$ cat config.mk
export PLATFORM = sky130hd
export DESIGN_NAME = option_byte_config_decoder
export DESIGN_NICKNAME = d
export VERILOG_FILES = /design/src/option_cfg_pkg.sv /design/src/option_byte_config_decoder.sv /design/src/level_sync.sv
export SDC_FILE = /design/constraint.sdc
export NUM_CORES = 1
export LEC_CHECK = 0
export ABC_CLOCK_PERIOD_IN_PS = 1900
export BUFFER_PORTS_ARGS = -buffer_cell sky130_fd_sc_hd__buf_2
export CELL_PAD_IN_SITES_DETAIL_PLACEMENT = 0
export CELL_PAD_IN_SITES_GLOBAL_PLACEMENT = 1
export CORE_AREA = 2 2 89 91
export DETAILED_ROUTE_END_ITERATION = 16
export DIE_AREA = 0 0 91 93
export PLACE_DENSITY = 0.87
export SLEW_MARGIN = 20
export SYNTH_ARGS = -nofsm -noshare
export SYNTH_HDL_FRONTEND = slang
export SYNTH_HIERARCHICAL = 1
export SYNTH_SLANG_ARGS = --single-unit
$ cat constraint.sdc
create_clock -name clk_i -period 1.9 [get_ports clk_i]
set_input_delay 0.19 -clock clk_i [delete_from_list [all_inputs] [get_ports clk_i]]
set_output_delay 0.19 -clock clk_i [all_outputs]
set_load 0.02 [all_outputs]
$ cat src/option_cfg_pkg.sv
package option_cfg_pkg;

	// default (shipped) option byte contents
	localparam logic [7:0] OPT0_DEFAULT = 8'hF4;
	localparam logic [7:0] OPT1_DEFAULT = 8'hEF;

	// register byte offsets
	localparam logic [7:0] ADDR_OPT0 = 8'h00;
	localparam logic [7:0] ADDR_OPT1 = 8'h04;
	localparam logic [7:0] ADDR_STATUS = 8'h08;
	localparam logic [7:0] ADDR_CMD = 8'h0C;
	localparam logic [7:0] ADDR_WDG = 8'h10;

	// first option byte fields
	localparam int PKG_BIT = 6;
	localparam int CLK_HI = 5;
	localparam int CLK_LO = 4;
	localparam int SEC_HI = 3;
	localparam int SEC_LO = 2;
	localparam int RDP_BIT = 1;
	localparam int WRP_BIT = 0;
	localparam logic [7:0] WRP_MASK = 8'h01;

	// second option byte fields
	localparam int PLLF_BIT = 7;
	localparam int PLLBYP_BIT = 6;
	localparam int FPLLBYP_BIT = 5;
	localparam int RCOFF_BIT = 4;
	localparam int LVD_HI = 3;
	localparam int LVD_LO = 2;
	localparam int WDTYPE_BIT = 1;
	localparam int WDHALT_BIT = 0;

	// clock source field codes
	localparam logic [1:0] CLK_RESONATOR = 2'h0;
	localparam logic [1:0] CLK_EXT_PB4 = 2'h1;
	localparam logic [1:0] CLK_RESERVED = 2'h2;
	localparam logic [1:0] CLK_EXT_PC0 = 2'h3;

	// low-voltage detector field codes
	localparam logic [1:0] LVD_LOW = 2'h0;
	localparam logic [1:0] LVD_MEDIUM = 2'h1;
	localparam logic [1:0] LVD_HIGH = 2'h2;
	localparam logic [1:0] LVD_OFF = 2'h3;

	// sector 0 size for code 00, in bytes
	localparam logic [12:0] SECTOR_BASE_BYTES = 13'h0200;

	// command and watchdog register bits
	localparam int CMD_ERASE_BIT = 0;
	localparam int WDG_ACT_BIT = 0;

	// status register bits
	localparam int ST_PROG_BIT = 0;
	localparam int ST_BUSY_BIT = 1;
	localparam int ST_WDG_BIT = 2;
	localparam int ST_FLASH_BIT = 3;

	localparam int SYNC_STAGES = 2;

	typedef enum logic [2:0] {
		ST_IDLE = 3'b001,
		ST_MEM_ERASE = 3'b010,
		ST_OPT_ERASE = 3'b100
	} erase_state_t;

endpackage : option_cfg_pkg

$ cat src/option_byte_config_decoder.sv
// Behaviour
// programmer keeps first byte top bit one
// bit 6 picks 16 or 20 pins
// clock field decoded only with RC off
// programmer leaves clock field default with RC
// sector 0 size field gives 0.5k to 4k
// read-out protect blocks extraction and flash writes
// protected option erase erases memory first
// write protect refuses flash and itself forever
// second byte bit 7 picks x4 or x8
// bit 6 one bypasses the PLL
// bit 5 one bypasses the fast PLL
// bit 4 zero turns RC oscillator on
// detector field 11 off, else threshold
// watchdog type zero means always enabled
// halt resets when watchdog active and bit set
// programmer uses only valid clock combinations
// option bytes reachable only in programming mode
// hardware watchdog ignores software activate bit
// decoded settings latched at reset, then held; flash write allow also drops outside reset when the write protect bit is set
`timescale 1ns/1ps
`default_nettype none

module option_byte_config_decoder
	import option_cfg_pkg::*;
(
	input wire logic clk_i, // 50 MHz clock
	input wire logic rst_i, // synchronous reset, active high
	input wire logic por_i, // power-on clear of the byte store
	input wire logic prog_mode_pin_i, // programming mode pin
	input wire logic halt_entry_i, // pulse: core enters halt
	input wire logic mem_erase_done_i, // pulse: memory erase finished
	input wire logic [7:0] adr_i, // wishbone byte address
	input wire logic [31:0] dat_i, // wishbone write data
	output logic [31:0] dat_o, // wishbone read data
	input wire logic we_i, // wishbone write enable
	input wire logic [3:0] sel_i, // wishbone byte select
	input wire logic cyc_i, // wishbone cycle
	input wire logic stb_i, // wishbone strobe
	output logic ack_o, // wishbone acknowledge
	output logic pkg_20pin_o, // 20-pin package
	output logic rc_osc_en_o, // internal RC oscillator on
	output logic sel_resonator_o, // resonator clock
	output logic sel_ext_pb4_o, // external clock on port b bit 4
	output logic sel_ext_pc0_o, // external clock on port c bit 0
	output logic clock_field_reserved_o, // reserved clock code
	output logic [12:0] sector_zero_bytes_o, // sector 0 size
	output logic readout_protect_o, // read-out protection on
	output logic program_write_protect_o, // write protection on
	output logic flash_write_allow_o, // flash may be written
	output logic pll_x8_o, // PLL multiplies by 8
	output logic pll_enable_o, // PLL in use
	output logic fast_pll_enable_o, // 32 MHz PLL in use
	output logic lvd_enable_o, // low-voltage detector on
	output logic lvd_high_o, // highest threshold
	output logic lvd_medium_o, // medium threshold
	output logic lvd_low_o, // lowest threshold
	output logic watchdog_hw_o, // hardware watchdog type
	output logic watchdog_active_o, // watchdog running
	output logic halt_reset_o, // pulse: reset on halt entry
	output logic mem_erase_req_o // level: whole memory erase
);

	logic prog_mode;
	logic req;
	logic wr;
	logic [7:0] nv0_reg, nv0_next;
	logic [7:0] nv1_reg, nv1_next;
	erase_state_t state_reg, state_next;
	logic ack_reg, ack_next;
	logic [31:0] dat_reg, dat_next;
	logic wdg_act_reg, wdg_act_next;
	logic wdg_active_reg, wdg_active_next;
	logic halt_rst_reg, halt_rst_next;
	logic watchdog_halt_reset_reg;
	logic [1:0] clk_field;
	logic [1:0] lvd_field;
	logic rc_on;
	logic [21:0] cfg_reg, cfg_next;

	level_sync u_prog_sync (
		.clk_i(clk_i),
		.rst_i(rst_i),
		.async_i(prog_mode_pin_i),
		.sync_o(prog_mode)
	);

	// bus slave: one ack per request, registered read data
	assign req = cyc_i & stb_i & ~ack_reg;
	assign wr = req & we_i & sel_i[0];

	always_comb
	begin
		ack_next = req;
		dat_next = dat_reg;
		if (req)
		begin
			dat_next = 32'h0000_0000;
			unique case (adr_i)
				ADDR_OPT0: if (prog_mode) dat_next[7:0] = nv0_reg;
				ADDR_OPT1: if (prog_mode) dat_next[7:0] = nv1_reg;
				ADDR_STATUS:
				begin
					dat_next[ST_PROG_BIT] = prog_mode;
					dat_next[ST_BUSY_BIT] = (state_reg != ST_IDLE);
					dat_next[ST_WDG_BIT] = wdg_active_reg;
					dat_next[ST_FLASH_BIT] = flash_write_allow_o;
				end
				ADDR_WDG: dat_next[WDG_ACT_BIT] = wdg_act_reg;
				default: dat_next = 32'h0000_0000;
			endcase
		end
	end

	always_ff @(posedge clk_i)
	begin
		if (rst_i)
		begin
			ack_reg <= 1'b0;
			dat_reg <= 32'h0000_0000;
		end
		else
		begin
			ack_reg <= ack_next;
			dat_reg <= dat_next;
		end
	end

	assign ack_o = ack_reg;
	assign dat_o = dat_reg;

	// option byte store and erase sequence
	always_comb
	begin
		nv0_next = nv0_reg;
		nv1_next = nv1_reg;
		state_next = state_reg;
		unique case (state_reg)
			ST_IDLE:
			begin
				if (wr && prog_mode && adr_i == ADDR_OPT0)
					nv0_next = dat_i[7:0] | (nv0_reg & WRP_MASK);
				if (wr && prog_mode && adr_i == ADDR_OPT1)
					nv1_next = dat_i[7:0];
				if (wr && prog_mode && adr_i == ADDR_CMD &&
					dat_i[CMD_ERASE_BIT])
				begin
					if (nv0_reg[RDP_BIT] && nv0_reg[WRP_BIT])
						state_next = ST_IDLE;
					else if (nv0_reg[RDP_BIT])
						state_next = ST_MEM_ERASE;
					else
						state_next = ST_OPT_ERASE;
				end
			end
			ST_MEM_ERASE:
				if (mem_erase_done_i)
					state_next = ST_OPT_ERASE;
			ST_OPT_ERASE:
			begin
				nv0_next = OPT0_DEFAULT | (nv0_reg & WRP_MASK);
				nv1_next = OPT1_DEFAULT;
				state_next = ST_IDLE;
			end
			default: state_next = ST_IDLE;
		endcase
	end

	always_ff @(posedge clk_i)
	begin
		if (por_i)
		begin
			nv0_reg <= OPT0_DEFAULT;
			nv1_reg <= OPT1_DEFAULT;
			state_reg <= ST_IDLE;
		end
		else if (rst_i)
			state_reg <= ST_IDLE;
		else
		begin
			nv0_reg <= nv0_next;
			nv1_reg <= nv1_next;
			state_reg <= state_next;
		end
	end

	assign mem_erase_req_o = (state_reg == ST_MEM_ERASE);

	// decoded settings, captured while reset is held
	assign clk_field = nv0_reg[CLK_HI:CLK_LO];
	assign lvd_field = nv1_reg[LVD_HI:LVD_LO];
	assign rc_on = ~nv1_reg[RCOFF_BIT];

	always_comb
	begin
		cfg_next = cfg_reg;
		if (rst_i)
		begin
			cfg_next[0] = nv0_reg[PKG_BIT];
			cfg_next[1] = rc_on;
			cfg_next[2] = ~rc_on && clk_field == CLK_RESONATOR;
			cfg_next[3] = ~rc_on && clk_field == CLK_EXT_PB4;
			cfg_next[4] = ~rc_on && clk_field == CLK_EXT_PC0;
			cfg_next[5] = ~rc_on && clk_field == CLK_RESERVED;
			cfg_next[18:6] =
				SECTOR_BASE_BYTES << nv0_reg[SEC_HI:SEC_LO];
			cfg_next[19] = nv1_reg[PLLF_BIT];
			cfg_next[20] = ~nv1_reg[PLLBYP_BIT];
			cfg_next[21] = ~nv1_reg[FPLLBYP_BIT];
		end
	end

	logic rdp_reg, wrp_reg, fwa_reg, fwa_next;
	logic lvd_en_reg, lvd_hi_reg, lvd_med_reg, lvd_lo_reg, wdg_hw_reg;

	always_comb
	begin
		fwa_next = ~rdp_reg & ~wrp_reg & ~nv0_reg[WRP_BIT];
		if (rst_i)
			fwa_next = ~nv0_reg[RDP_BIT] & ~nv0_reg[WRP_BIT];
	end

	always_ff @(posedge clk_i)
	begin
		cfg_reg <= cfg_next;
		fwa_reg <= fwa_next;
		if (rst_i)
		begin
			rdp_reg <= nv0_reg[RDP_BIT];
			wrp_reg <= nv0_reg[WRP_BIT];
			lvd_en_reg <= lvd_field != LVD_OFF;
			lvd_hi_reg <= lvd_field == LVD_HIGH;
			lvd_med_reg <= lvd_field == LVD_MEDIUM;
			lvd_lo_reg <= lvd_field == LVD_LOW;
			wdg_hw_reg <= ~nv1_reg[WDTYPE_BIT];
			watchdog_halt_reset_reg <= nv1_reg[WDHALT_BIT];
		end
	end

	assign pkg_20pin_o = cfg_reg[0];
	assign rc_osc_en_o = cfg_reg[1];
	assign sel_resonator_o = cfg_reg[2];
	assign sel_ext_pb4_o = cfg_reg[3];
	assign sel_ext_pc0_o = cfg_reg[4];
	assign clock_field_reserved_o = cfg_reg[5];
	assign sector_zero_bytes_o = cfg_reg[18:6];
	assign pll_x8_o = cfg_reg[19];
	assign pll_enable_o = cfg_reg[20];
	assign fast_pll_enable_o = cfg_reg[21];
	assign readout_protect_o = rdp_reg;
	assign program_write_protect_o = wrp_reg;
	assign flash_write_allow_o = fwa_reg;
	assign lvd_enable_o = lvd_en_reg;
	assign lvd_high_o = lvd_hi_reg;
	assign lvd_medium_o = lvd_med_reg;
	assign lvd_low_o = lvd_lo_reg;
	assign watchdog_hw_o = wdg_hw_reg;

	// watchdog activation and halt reset
	always_comb
	begin
		wdg_act_next = wdg_act_reg;
		if (wr && adr_i == ADDR_WDG && dat_i[WDG_ACT_BIT])
			wdg_act_next = 1'b1;
		wdg_active_next = wdg_hw_reg | wdg_act_reg;
		halt_rst_next = halt_entry_i & wdg_active_reg & watchdog_halt_reset_reg;
	end

	always_ff @(posedge clk_i)
	begin
		if (rst_i)
		begin
			wdg_act_reg <= 1'b0;
			wdg_active_reg <= 1'b0;
			halt_rst_reg <= 1'b0;
		end
		else
		begin
			wdg_act_reg <= wdg_act_next;
			wdg_active_reg <= wdg_active_next;
			halt_rst_reg <= halt_rst_next;
		end
	end

	assign watchdog_active_o = wdg_active_reg;
	assign halt_reset_o = halt_rst_reg;
endmodule : option_byte_config_decoder

`default_nettype wire

$ cat src/level_sync.sv
`timescale 1ns/1ps
`default_nettype none

module level_sync
	import option_cfg_pkg::*;
(
	input wire logic clk_i, // system clock
	input wire logic rst_i, // synchronous reset
	input wire logic async_i, // level from outside the clock domain
	output logic sync_o // synchronised level
);

	logic [SYNC_STAGES-1:0] stage_reg;
	logic [SYNC_STAGES-1:0] stage_next;

	always_comb
	begin
		stage_next = {stage_reg[SYNC_STAGES-2:0], async_i};
	end

	always_ff @(posedge clk_i)
	begin
		if (rst_i)
			stage_reg <= '0;
		else
			stage_reg <= stage_next;
	end

	assign sync_o = stage_reg[SYNC_STAGES-1];

endmodule : level_sync

`default_nettype wire

Word level (Yosys, flattened, before mapping)
Cells that the tools add are included.
{ "word_totals": {"reg_bits": 64, "input_bits": 53, "output_inout_bits": 66, "word_cells": 97} }
{ "op_classes": {"eq_ne": 18, "shifts": 1, "muxes": 15, "bitwise": 22, "n_reduce_logical": 21} }
{ "ops": {"columns": ["op", "count"], "rows": [
  ["$mux W8", 4],
  ["$pmux W8 S2", 2],
  ["$eq A8 B4 Y1 const B", 2],
  ["$shl A10 B2 Y13 const A", 1],
  ["$logic_and A1 B1 Y1", 12],
  ["$mux W3", 4],
  ["$not A1 Y1", 11],
  ["$ne A2 B2 Y1 const B", 5],
  ["$and A1 B1 Y1", 9],
  ["$pmux W3 S3", 1],
  ["$eq A8 B3 Y1 const B", 1],
  ["$eq A8 B5 Y1 const B", 1],
  ["$logic_not A8 Y1", 1],
  ["$or A8 B1 Y8", 1],
  ["$pmux W4 S2", 1],
  ["$eq A2 B2 Y1 const B", 3],
  ["$pmux W3 S2", 1],
  ["$reduce_and A3 Y1", 2],
  ["$eq A2 B1 Y1 const B", 2],
  ["$logic_not A2 Y1", 2],
  ["$pmux W1 S4", 1],
  ["$reduce_and A4 Y1", 1],
  ["$eq A3 B1 Y1 const B", 1],
  ["$eq A3 B2 Y1 const B", 1],
  ["7 further kinds", 7]
]} }

Logic depth before layout (Yosys ltp)
Gate-level depths: netlist (run 1).
{ "depth": {"ltp_word": 9, "mapped_depth": 6, "ltp_nobuf": 4} }

Cells and area by module
The synthesis (run 1) kept the hierarchy.
{ "by_module_without_submodules": {"columns": ["mod", "n_inst", "cells_each", "area_per_inst_um2", "seq_area_each_um2"], "rows": [
  ["option_byte_config_decoder", 1, 227, 2433.6, 1271.2],
  ["level_sync", 1, 4, 52.6, 40.0]
]} }

Worst setup path after synthesis (run 1)
No wires, ideal clock.
{ "synth_timing": {"path_kind": "reg-to-reg", "from": "reg u_prog_sync.stage_reg[1]", "to": "reg nv0_reg[2]", "setup_ns": 0.122, "arrival_time_ns": 1.614, "required_ns": 1.778, "path_slack_ns": 0.164, "path_stages_with_launch": 7, "n_path_buf": 2, "period_less_slack_ns": 1.736, "cell_sequence": "dfxtp_1 > or3b_1 > buf_2 > or4_1 > buf_2 > nor3_1 > o21bai_1"} }
{ "synth_via": {"elab_chain_cells": 4} }
{ "synth_lines": {"columns": ["element", "line", "text"], "rows": [
  ["start, declared", "level_sync.sv:13", "logic [SYNC_STAGES-1:0] stage_reg;"],
  ["start signal, assigned", "level_sync.sv:26", "stage_reg <= stage_next;"],
  ["$logic_and A1 B1 Y1 (2 in a row)", "option_byte_config_decoder.sv:141", "if (wr && prog_mode && adr_i == ADDR_OPT0)"],
  ["$ne A2 B2 Y1 (no source line)", null, null],
  ["$reduce_and A3 Y1 (no source line)", null, null],
  ["end signal, assigned", "option_byte_config_decoder.sv:181", "nv0_reg <= nv0_next;"],
  ["end, declared", "option_byte_config_decoder.sv:67", "logic [7:0] nv0_reg, nv0_next;"]
]} }
Every way passes these cells.
A chain may end at the register's enable or synchronous reset.

Worst setup path in the final report (run 1)
{ "layout_timing": {"from": "reg u_prog_sync.stage_reg[1]", "to": "reg nv1_reg[4]"} }
{ "layout_via": {"elab_chain_cells": 4} }
{ "layout_lines": {"columns": ["element", "line", "text"], "rows": [
  ["$logic_and A1 B1 Y1 (2 in a row)", "option_byte_config_decoder.sv:143", "if (wr && prog_mode && adr_i == ADDR_OPT1)"],
  ["$ne A2 B2 Y1 (no source line)", null, null],
  ["$reduce_and A3 Y1 (no source line)", null, null],
  ["end signal, assigned", "option_byte_config_decoder.sv:182", "nv1_reg <= nv1_next;"],
  ["end, declared", "option_byte_config_decoder.sv:68", "logic [7:0] nv1_reg, nv1_next;"]
]} }
Every way passes these cells.

==> metrics.csv, run 1 <==
metric,value,unit
status,finished clean,
Max-Cap Viols,0,
dpl ws,-0.0005008,ns
post-synthesis async set-or-reset flop share,0,%
DRT antenna net count,0,
Top Ports,119,
startpoint types,register,
Yosys reg bits,55,
GRT overflow,0,
Worst-Margin Slew,0.4925,ns
Skew-Pair Late Insertion Delay,0.31,ns
total power,0.002217,W
pin count of the biggest net entering global routing,32,
# rows,32,
CTS Hold Bufs,0,
Peak VDD IR,0.2785,mV
via count,1841,
"EDFF count, synth",21,
DRT iter0 DRCs,111,
final hold slack,0.09028,ns
DP HPWL,3940,um
drt wl/cell,12.50,um
Nets,355,
most frequent cells in the layout,"buf_2, dfxtp_1, conb_1",
"commonest non-fill, non-tap cell in the layout",buf_2,
cts repair resizes,0,
fin crit period,1.795,ns
proportion of layout cells with a drive suffix above 1,30.69,%
max reg flops,13,
GRT Total Usage,11.99,%
# fillers,776,
Vias/cell,4.546,
power per standard cell area,746.6,nW/um^2
Synth Instances,231,
GPL Wtd Cong,0.8168,
CP endpoint kind,register,
residual DRC count,0,
static leakage,1.255,nW
Synth Flop Type,dfxtp_1,
vias in the first global route,1627,
YS warnings,6,
P&R area growth vs syn,19.43,%
Worst Skew,0.004822,ns
kind of critical path,register to register,
fin util,39.44,%
"Hold Violations, Final",0,
Clock Tree Root,clkbuf_8,
synthesized area,2486,um^2
final setup margin,0.1051,ns
diodes inserted,0,
setup repair after global routing missed its margin,no,
Initial Utilization,33.03,%
drt first pass iters,4,
crit share post-route,94.47,%
"Setup Fix Bufs, Post-CTS",0,
Hold/Removal Path Class,input port to register,
"Design Area, Final",2969,um^2
Max Fanout on Critical Path,8,
DIE AREA,8463,um^2
core area,7527,um^2
htree depth,2,
first-pass GRT wire length,8017,um
IO buf count,58,
TritonCTS clock tree,done,
CP arrival,1.99,ns
worst reg2reg path depth,5,
CTS sink cnt,55,
Num CTS Buffers,5,
mean post-synth cell area,10.76,um^2
Final Setup Violations,0,
Clock transition at path regs,0.09,ns
"Seq/Total Area, Yosys",52.74,%
routed wire length,5062,um
FMAX,557.1,MHz
chip width,91,um
placed instance area,2855,um^2
Clock Tree Buf Depth,2,
initial antenna violation count,0,
Slew HR,66.70,%
Final Slew Violations,0,
required time worst endpoint,2.10,ns
Yosys cell types,41,
Hold Crit Depth,2,
die height,93,um
==> metrics by stage <==
step,TNS (ns),instances
after floorplan,0,263
after global placement,0,397
after detailed placement,-0.0005008,397
after CTS,0,405
after global routing,0,405
final,0,405
==> worst max-delay path, stage by stage, from the launching register on <==
cell and delay [ns]:
dfxtp_1 0.34, or3b_1 0.43, nor4_2 0.31, buf_4 0.18
a211o_1 0.31, o22ai_1 0.12
==> synth_stat cells (2+ instances only) <==
master      n  area [um^2]
o21bai_1    5        37.54
a211oi_1    5        37.54
o22a_1      7        61.31
or4_1       3        22.52
nor2_1     22        82.58
nor4_4      3        63.81
or3b_1      2        17.52
inv_1       9        33.78
nor3b_1     3        22.52
mux2_2      4        45.04
nor4_1      3        18.77
a22oi_1     7        52.55
o2bb2ai_1   4        35.03
a31oi_1     2        12.51
nand3_1     4        20.02
dfxtp_1    34        680.7
a21oi_1     9        45.04
nand2_1     5        18.77
o21ai_1     2        10.01
buf_2       3        15.01
clkbuf_1    5        18.77
buf_4      33        247.7
nor3_1     10        50.05
edfxtp_1   21        630.6
nor2b_1     8        50.05
mux2i_1     3        30.03
==> routing by layer <==
layer  GRT usage (%)  vias up  part of all wire (%)
met4           3.409        0                  0.91
met5               0        -                     0
met1           15.04      856                    43
met2           20.12       78                    48
met3           3.546        5                   7.7
li1                -      902                     -
==> worst paths after layout <==
| kind | from | endpoint | slack (ns) |
|---|---|---|---|
| worst max-delay path | u_prog_sync/stage_reg[1]$_SDFF_PP0_ | nv1_reg[4]$_SDFFE_PP0P_ | 0.11 |
| worst min-delay path | prog_mode_pin_i | u_prog_sync/stage_reg[0]$_SDFF_PP0_ | 0.09 |
| worst max register to register | u_prog_sync/stage_reg[1]$_SDFF_PP0_ | nv1_reg[4]$_SDFFE_PP0P_ | 0.11 |
| worst min register to register | u_prog_sync/stage_reg[0]$_SDFF_PP0_ | u_prog_sync/stage_reg[1]$_SDFF_PP0_ | 0.46 |
==> cell type report <==
cell class,count,area [um^2],area share [%]
clock buffer,6,72.57,2.444
clock inverter,2,37.54,1.264
inverter,9,33.78,1.138
multi-input combinational,156,968.4,32.62
sequential,55,1311,44.16
tap,102,127.6,4.298
timing repair buffer,75,417.9,14.08
==> power breakdown <==
group          internal, W  leakage [nW]  switching [W]
combinational    0.0000562         0.729       0.000155
sequential         0.00124         0.475     0.00000690
clock             0.000393        0.0514       0.000368
==> cells by family (layout without fill, tap and decap cells) <==
family / Yosys count / in the layout / share of synthesized area, %
buf+inv: 52 / 92 / 13.29
other cells: 1 / 33 / 0.1508
mux: 7 / 7 / 3.020
flops: 55 / 55 / 52.74
compound gates: 44 / 44 / 12.68
simple gates: 72 / 72 / 18.12
(Power assumes the default switching activity.)
==> run 2: changes to the inputs <==
--- a/config.mk
+++ b/config.mk
@@ -5,13 +5,14 @@
 export SDC_FILE = /design/constraint.sdc
 export NUM_CORES = 1
 export LEC_CHECK = 0
+export ABC_AREA = 1
 export ABC_CLOCK_PERIOD_IN_PS = 1900
 export BUFFER_PORTS_ARGS = -buffer_cell sky130_fd_sc_hd__buf_2
 export CELL_PAD_IN_SITES_DETAIL_PLACEMENT = 0
 export CELL_PAD_IN_SITES_GLOBAL_PLACEMENT = 1
-export CORE_AREA = 2 2 89 91
+export CORE_AREA = 2 2 93 95
 export DETAILED_ROUTE_END_ITERATION = 16
-export DIE_AREA = 0 0 91 93
+export DIE_AREA = 0 0 95 97
 export PLACE_DENSITY = 0.87
 export SLEW_MARGIN = 20
 export SYNTH_ARGS = -nofsm -noshare
==> run 2 against run 1 <==
Against the previous run: total power fell by 4.3%; wire length grew 6.8%; clock skew rose by 0.0085 ns.
==> metrics.csv, run 2 <==
metric,value,unit,change
Synth Area in Adders,0,%,unchanged
Peak VDD IR,0.2768,mV,-0.61%
largest family of logic cells by synthesized area,simple AND/OR/NAND/NOR gates,,
worst reg2reg path depth,6,,+1
max reg flops,13,,unchanged
YS warnings,6,,unchanged
TNS Setup,0,ns,unchanged
Yosys cell types,26,,-37%
initial antenna violation count,1,,+1
leading post-synthesis cells by cell area,"dfxtp_1, edfxtp_1, buf_4",,
fin crit period,1.389,ns,-0.4060 ns
status,finished clean,,
worst setup path endpoint,nv1_reg[5]$_SDFFE_PP1P_,,
Nets,436,,+23%
Hold/Removal Path Class,input port to register,,
Worst Skew,0.01328,ns,+0.008457 ns
static leakage,1.560,nW,+24%
GRT Total Usage,12.04,%,+0.046 points
"EDFF count, synth",21,,unchanged
drt wl/cell,11.06,um,-12%
XOR/XNOR Fraction of Synth Area,0,%,unchanged
residual DRC count,0,,unchanged
CP endpoint kind,register,,
dpl ws,0.5136,ns,+0.5141 ns
setup repair after global routing missed its margin,no,,
Clock transition at path regs,0.10,ns,about the same
Yosys reg bits,55,,unchanged
power per standard cell area,699.9,nW/um^2,-6.2%
GPL Wtd Cong,0.7945,,-2.7%
"commonest non-fill, non-tap cell in the layout",nand2_1,,
Synth top cells by count,"nand2_1, inv_1, buf_4, dfxtp_1, nor2_1",,
Clock Tree Root,clkbuf_8,,
required time worst endpoint,2.10,ns,about the same
WP buf/inv,2,,+1
Skew-Pair Late Insertion Delay,0.32,ns,about the same
crit share post-route,73.10,%,-21 points
IO buf count,58,,unchanged
Max Fanout on Critical Path,10,,+2
DP HPWL,4250,um,+7.9%
DIE AREA,9215,um^2,+8.9%
synthesized area,2643,um^2,+6.3%
Crit path max-delay family,simple AND/OR/NAND/NOR gates,,
DRT iter0 DRCs,104,,-6.3%
proportion of layout cells with a drive suffix above 1,23.44,%,-7.3 points
kind of critical path,register to register,,
first-pass GRT wire length,8804,um,+9.8%
cts repair resizes,0,,unchanged
CP startpoint,state_reg[0]$_SDFFE_PP1P_,,
"Seq/Total Area, Yosys",49.62,%,-3.1 points
pin count of the biggest net entering global routing,34,,+6.3%
CP peak stage delay,0.40,ns,-0.03 ns
CTS sink cnt,55,,unchanged
via count,2094,,+14%
vias in the first global route,1903,,+17%
simple-gate share of the synthesized area,26.75,%,+8.6 points
startpoint types,register,,
post-synth top area share,25.76,%,-1.6 points
die height,97,um,+4.3%
Synth Flop Type,dfxtp_1,,
RR Endpoint,nv1_reg[5]$_SDFFE_PP1P_,,
"Setup Fix Bufs, Post-CTS",0,,unchanged
FMAX,719.9,MHz,+29%
CTS Hold Bufs,0,,unchanged
htree depth,2,,unchanged
Max-Cap Viols,0,,unchanged
Num CTS Buffers,5,,unchanged
Final Setup Violations,0,,unchanged
CP Cell Sequence,inv_1 > nand3_1 > inv_1 > or2_2 > nand2_1 > nand3_1,,
Critical R2R Launch,state_reg[0]$_SDFFE_PP1P_,,
Top Ports,119,,unchanged
most frequent cells in the layout,"nand2_1, buf_2, inv_1",,
# rows,33,,+3.1%
mean post-synth cell area,8.258,um^2,-23%
chip width,95,um,+4.4%
"Hold Violations, Final",0,,unchanged
slowest CP cell,dfxtp_1,,
Final Slew Violations,0,,unchanged
# fillers,860,,+11%
CP Depth,6,,+1
mux cell area share after synthesis,0,%,-3.0 points
core area,8134,um^2,+8.1%
drt first pass iters,6,,+2
CP arrival,1.58,ns,-0.41 ns
P&R area growth vs syn,14.73,%,
Synth Area in Compound Gates,6.345,%,-6.3 points
Initial Utilization,32.49,%,-0.54 points
DRT antenna net count,0,,unchanged
post-synthesis async set-or-reset flop share,0,%,unchanged
diodes inserted,0,,unchanged
reg2reg setup slack,0.51,ns,+0.41 ns
biggest area consumer among synthesized cells,dfxtp_1,,
top-count cell post-synth,nand2_1,,
Vias/cell,4.282,,-5.8%
final setup margin,0.5110,ns,+0.4060 ns
Synth Instances,320,,+39%
TritonCTS clock tree,done,,
routed wire length,5407,um,+6.8%
Clock Tree Buf Depth,2,,unchanged
GRT overflow,0,,unchanged
[run 2: cell families (layout without fill, tap and decap cells)]
family | after synthesis | in the layout
compound gates | 30 | 30
buf+inv | 84 | 116
flops | 55 | 55
other cells | 1 | 33
simple gates | 150 | 150
[run 2: per-layer routing]
metal,global-route usage (%),part of all wire (%),vias to the layer above
met1,15.01,43,947
li1,-,-,1070
met5,0,0.24,-
met2,19.69,47,67
met3,3.583,7.9,8
met4,4.013,1.4,2
[run 2: worst min-delay path by stage]
| stage | from | to | cells after the start |
|---|---|---|---|
| final | prog_mode_pin_i | u_prog_sync/stage_reg[0]$_SDFF_PP0_ | 3 |
| after floorplan | rst_i | dat_o[0]$_SDFFE_PP0N_ | 1 |
| after global placement | prog_mode_pin_i | u_prog_sync/stage_reg[0]$_SDFF_PP0_ | 3 |
| after global routing | prog_mode_pin_i | u_prog_sync/stage_reg[0]$_SDFF_PP0_ | 3 |
| after detailed placement | u_prog_sync/stage_reg[0]$_SDFF_PP0_ | u_prog_sync/stage_reg[1]$_SDFF_PP0_ | 2 |
| after CTS | prog_mode_pin_i | u_prog_sync/stage_reg[0]$_SDFF_PP0_ | 3 |
[run 2: metrics by stage]
stage                     power [W]  cell area (um^2)  cells  utilization (%)  hold WS, ns
final                      0.002122              3032    489            37.27      0.08102
after global routing       0.002218              3032    489            37.27      0.08065
after CTS                  0.002152              3032    489            37.27      0.07216
after detailed placement   0.001468              2937    481            36.10       0.4095
after global placement     0.001464              2937    481            36.10       0.4090
after floorplan            0.001449              2763    352                -       0.2591
[run 2: worst min-delay path: stages]
cell    delay [ns]
buf_2         0.09
inv_1         0.04
nor2_1        0.03
[run 2: area by class of cell]
type / count / area [um^2] / share of cell area, %
sequential: 55 / 1311 / 43.25
multi-input combinational: 213 / 998.5 / 32.93
timing repair buffer: 60 / 305.3 / 10.07
inverter: 48 / 190.2 / 6.273
tap: 105 / 131.4 / 4.333
clock buffer: 5 / 68.82 / 2.270
clock inverter: 3 / 26.28 / 0.8667
[run 2: power by group]
part           total (W)  internal, W  leakage, nW  switching, W
clock network   0.000681     0.000272       0.0491      0.000409
registers        0.00124      0.00124        0.474    0.00000664
logic           0.000198    0.0000484         1.04      0.000150
total            0.00212      0.00156         1.56      0.000565
==> run 3: changes to the inputs <==
--- a/config.mk
+++ b/config.mk
@@ -6,7 +6,7 @@
 export NUM_CORES = 1
 export LEC_CHECK = 0
 export ABC_AREA = 1
-export ABC_CLOCK_PERIOD_IN_PS = 1900
+export ABC_CLOCK_PERIOD_IN_PS = 1400
 export BUFFER_PORTS_ARGS = -buffer_cell sky130_fd_sc_hd__buf_2
 export CELL_PAD_IN_SITES_DETAIL_PLACEMENT = 0
 export CELL_PAD_IN_SITES_GLOBAL_PLACEMENT = 1
==> constraint.sdc (replaced) <==
create_clock -name clk_i -period 1.4 [get_ports clk_i]
set_input_delay 0.14 -clock clk_i [delete_from_list [all_inputs] [get_ports clk_i]]
set_output_delay 0.14 -clock clk_i [all_outputs]
set_load 0.02 [all_outputs]
==> run 3 against run 2 <==
Against the previous run: sequential cell count unchanged; critical path depth rose by 1; fmax grew 10%; non-clock buffer count increased by 3; worst hold slack lost 0.051 ns; sequential share of layout area decreased by 0.65 points; first-iteration DRC count rose by 3.8%; final area grew 1.5%; combinational power up 40%; critical path type unchanged; largest cell class unchanged; largest power group unchanged; highest routed layer unchanged.
==> metrics.csv, run 3 (same netlist as run 2, synthesis figures left out) <==
metric,value,unit,change
via count,2071,,-1.1%
DIE AREA,9215,um^2,unchanged
Clock Tree Root,clkbuf_8,,
required time worst endpoint,1.61,ns,-0.49 ns
"commonest non-fill, non-tap cell in the layout",nand2_1,,
WP buf/inv,0,,-2
TritonCTS clock tree,done,,
residual DRC count,0,,unchanged
multi-input logic area,1008,um^2,+1.0%
slowest CP cell,dfxtp_1,,
Peak VDD IR,0.3861,mV,+39%
"Setup Fix Bufs, Post-CTS",0,,unchanged
htree depth,2,,unchanged
Final Setup Violations,0,,unchanged
register area,1311,um^2,unchanged
Critical R2R Launch,u_prog_sync/stage_reg[1]$_SDFF_PP0_,,
initial antenna violation count,1,,unchanged
Max-Cap Viols,0,,unchanged
Final Slew Violations,0,,unchanged
kind of critical path,register to register,,
startpoint types,register,,
GRT Total Usage,12.13,%,+0.093 points
routed wire length,5360,um,-0.87%
diodes inserted,0,,unchanged
Clock Tree Buf Depth,2,,unchanged
drt wl/cell,10.89,um,-1.5%
Max Fanout on Critical Path,7,,-3
# fillers,844,,-1.9%
Num CTS Buffers,5,,unchanged
Initial Utilization,32.49,%,unchanged
most frequent cell on the critical path,nand2_2,,
pin count of the biggest net entering global routing,33,,-2.9%
crit share post-route,90.21,%,+17 points
drt first pass iters,4,,-2
max reg flops,13,,unchanged
die height,97,um,unchanged
proportion of layout cells with a drive suffix above 1,24.81,%,+1.4 points
Clock transition at path regs,0.10,ns,about the same
FMAX,791.8,MHz,+10%
CP Cell Sequence,nand4_2 > nor2_4 > nand2_2 > nand2_2 > nand2_4 > o21ai_0 > nor2_1,,
chip width,95,um,unchanged
GPL Wtd Cong,0.7967,,+0.28%
# rows,33,,unchanged
Vias/cell,4.209,,-1.7%
fin util,37.84,%,+0.57 points
most frequent cells in the layout,"nand2_1, buf_2, inv_1",,
CP endpoint kind,register,,
CP startpoint,u_prog_sync/stage_reg[1]$_SDFF_PP0_,,
min-delay src,prog_mode_pin_i,,
setup repair after global routing missed its margin,no,,
GRT overflow,0,,unchanged
P&R area growth vs syn,16.48,%,
CP arrival,1.47,ns,-0.11 ns
first-pass GRT wire length,8914,um,+1.2%
DP HPWL,4245,um,-0.12%
power per standard cell area,941.9,nW/um^2,+35%
DRT iter0 DRCs,108,,+3.8%
core area,8134,um^2,unchanged
Worst Skew,0.008820,ns,-0.004459 ns
vias in the first global route,1930,,+1.4%
DRT antenna net count,0,,unchanged
TNS Setup,0,ns,unchanged
fin crit period,1.263,ns,-0.1260 ns
CP peak stage delay,0.38,ns,-0.02 ns
Skew-Pair Late Insertion Delay,0.31,ns,about the same
Nets,439,,+0.69%
status,finished clean,,
Crit path max-delay family,simple AND/OR/NAND/NOR gates,,
"Hold Violations, Final",0,,unchanged
Hold/Removal Path Class,input port to register,,
IO buf count,58,,unchanged
Top Ports,119,,unchanged
CTS sink cnt,55,,unchanged
static leakage,1.574,nW,+0.89%
==> run 3: path summary, 6_finish.rpt <==
| path | end | slack, ns | cells after the start |
|---|---|---|---|
| worst min-delay path | u_prog_sync/stage_reg[0]$_SDFF_PP0_ | 0.03 | 3 |
| worst max-delay path | nv0_reg[1]$_SDFFE_PP0P_ | 0.14 | 7 |
| worst min register to register | u_prog_sync/stage_reg[1]$_SDFF_PP0_ | 0.45 | 2 |
| worst max register to register | nv0_reg[1]$_SDFFE_PP0P_ | 0.14 | 7 |
==> run 3: area by class of cell <==
cell class                      count  share of cell area (%)
Inverter                           48                   6.179
Timing Repair Buffer               63                   11.06
Clock buffer                        5                   2.236
Clock inverter                      3                  0.8943
Multi-Input combinational cell    213                   32.76
Tap cell                          105                   4.268
Sequential cell                    55                   42.60
==> run 3: report_power, final <==
part | internal [W] | leakage, nW | switching, W
sequential | 0.00168 | 0.474 | 0.00000867
combinational | 0.0000716 | 1.05 | 0.000205
clock | 0.000372 | 0.0467 | 0.000564
total | 0.00212 | 1.57 | 0.000778
==> run 3: routing by layer <==
metal,wire (um),global-route usage (%),vias to the layer above
met2,2557,19.75,67
met1,2383,15.88,922
li1,-,-,1073
met5,13,0,-
met4,78,4.348,2
met3,327,2.336,7
==> run 3: repair_timing <==
action	CTS	global route
setup endpoints to repair	0	14
gates resized for setup	0	4
hold buffers	0	0
==> run 3: metrics by stage <==
stage / cell area (um^2) / setup slack [ns] / cells / hold slack (ns) / total power (W)
final: 3078 / 0.1370 / 492 / 0.03015 / 0.002899
after global routing: 3078 / 0.01551 / 492 / 0.02252 / 0.003028
after CTS: 3068 / 0.03062 / 492 / 0.01824 / 0.002934
after detailed placement: 2972 / 0.05067 / 484 / 0.3593 / 0.002000
after global placement: 2972 / 0.07218 / 484 / 0.3514 / 0.001994
after floorplan: 2763 / 0.1850 / 352 / 0.2091 / 0.001967
==> run 3: tightest hold or removal path: stages <==
cell and delay, ns:
buf_2 0.09, inv_1 0.04, nor2_1 0.03
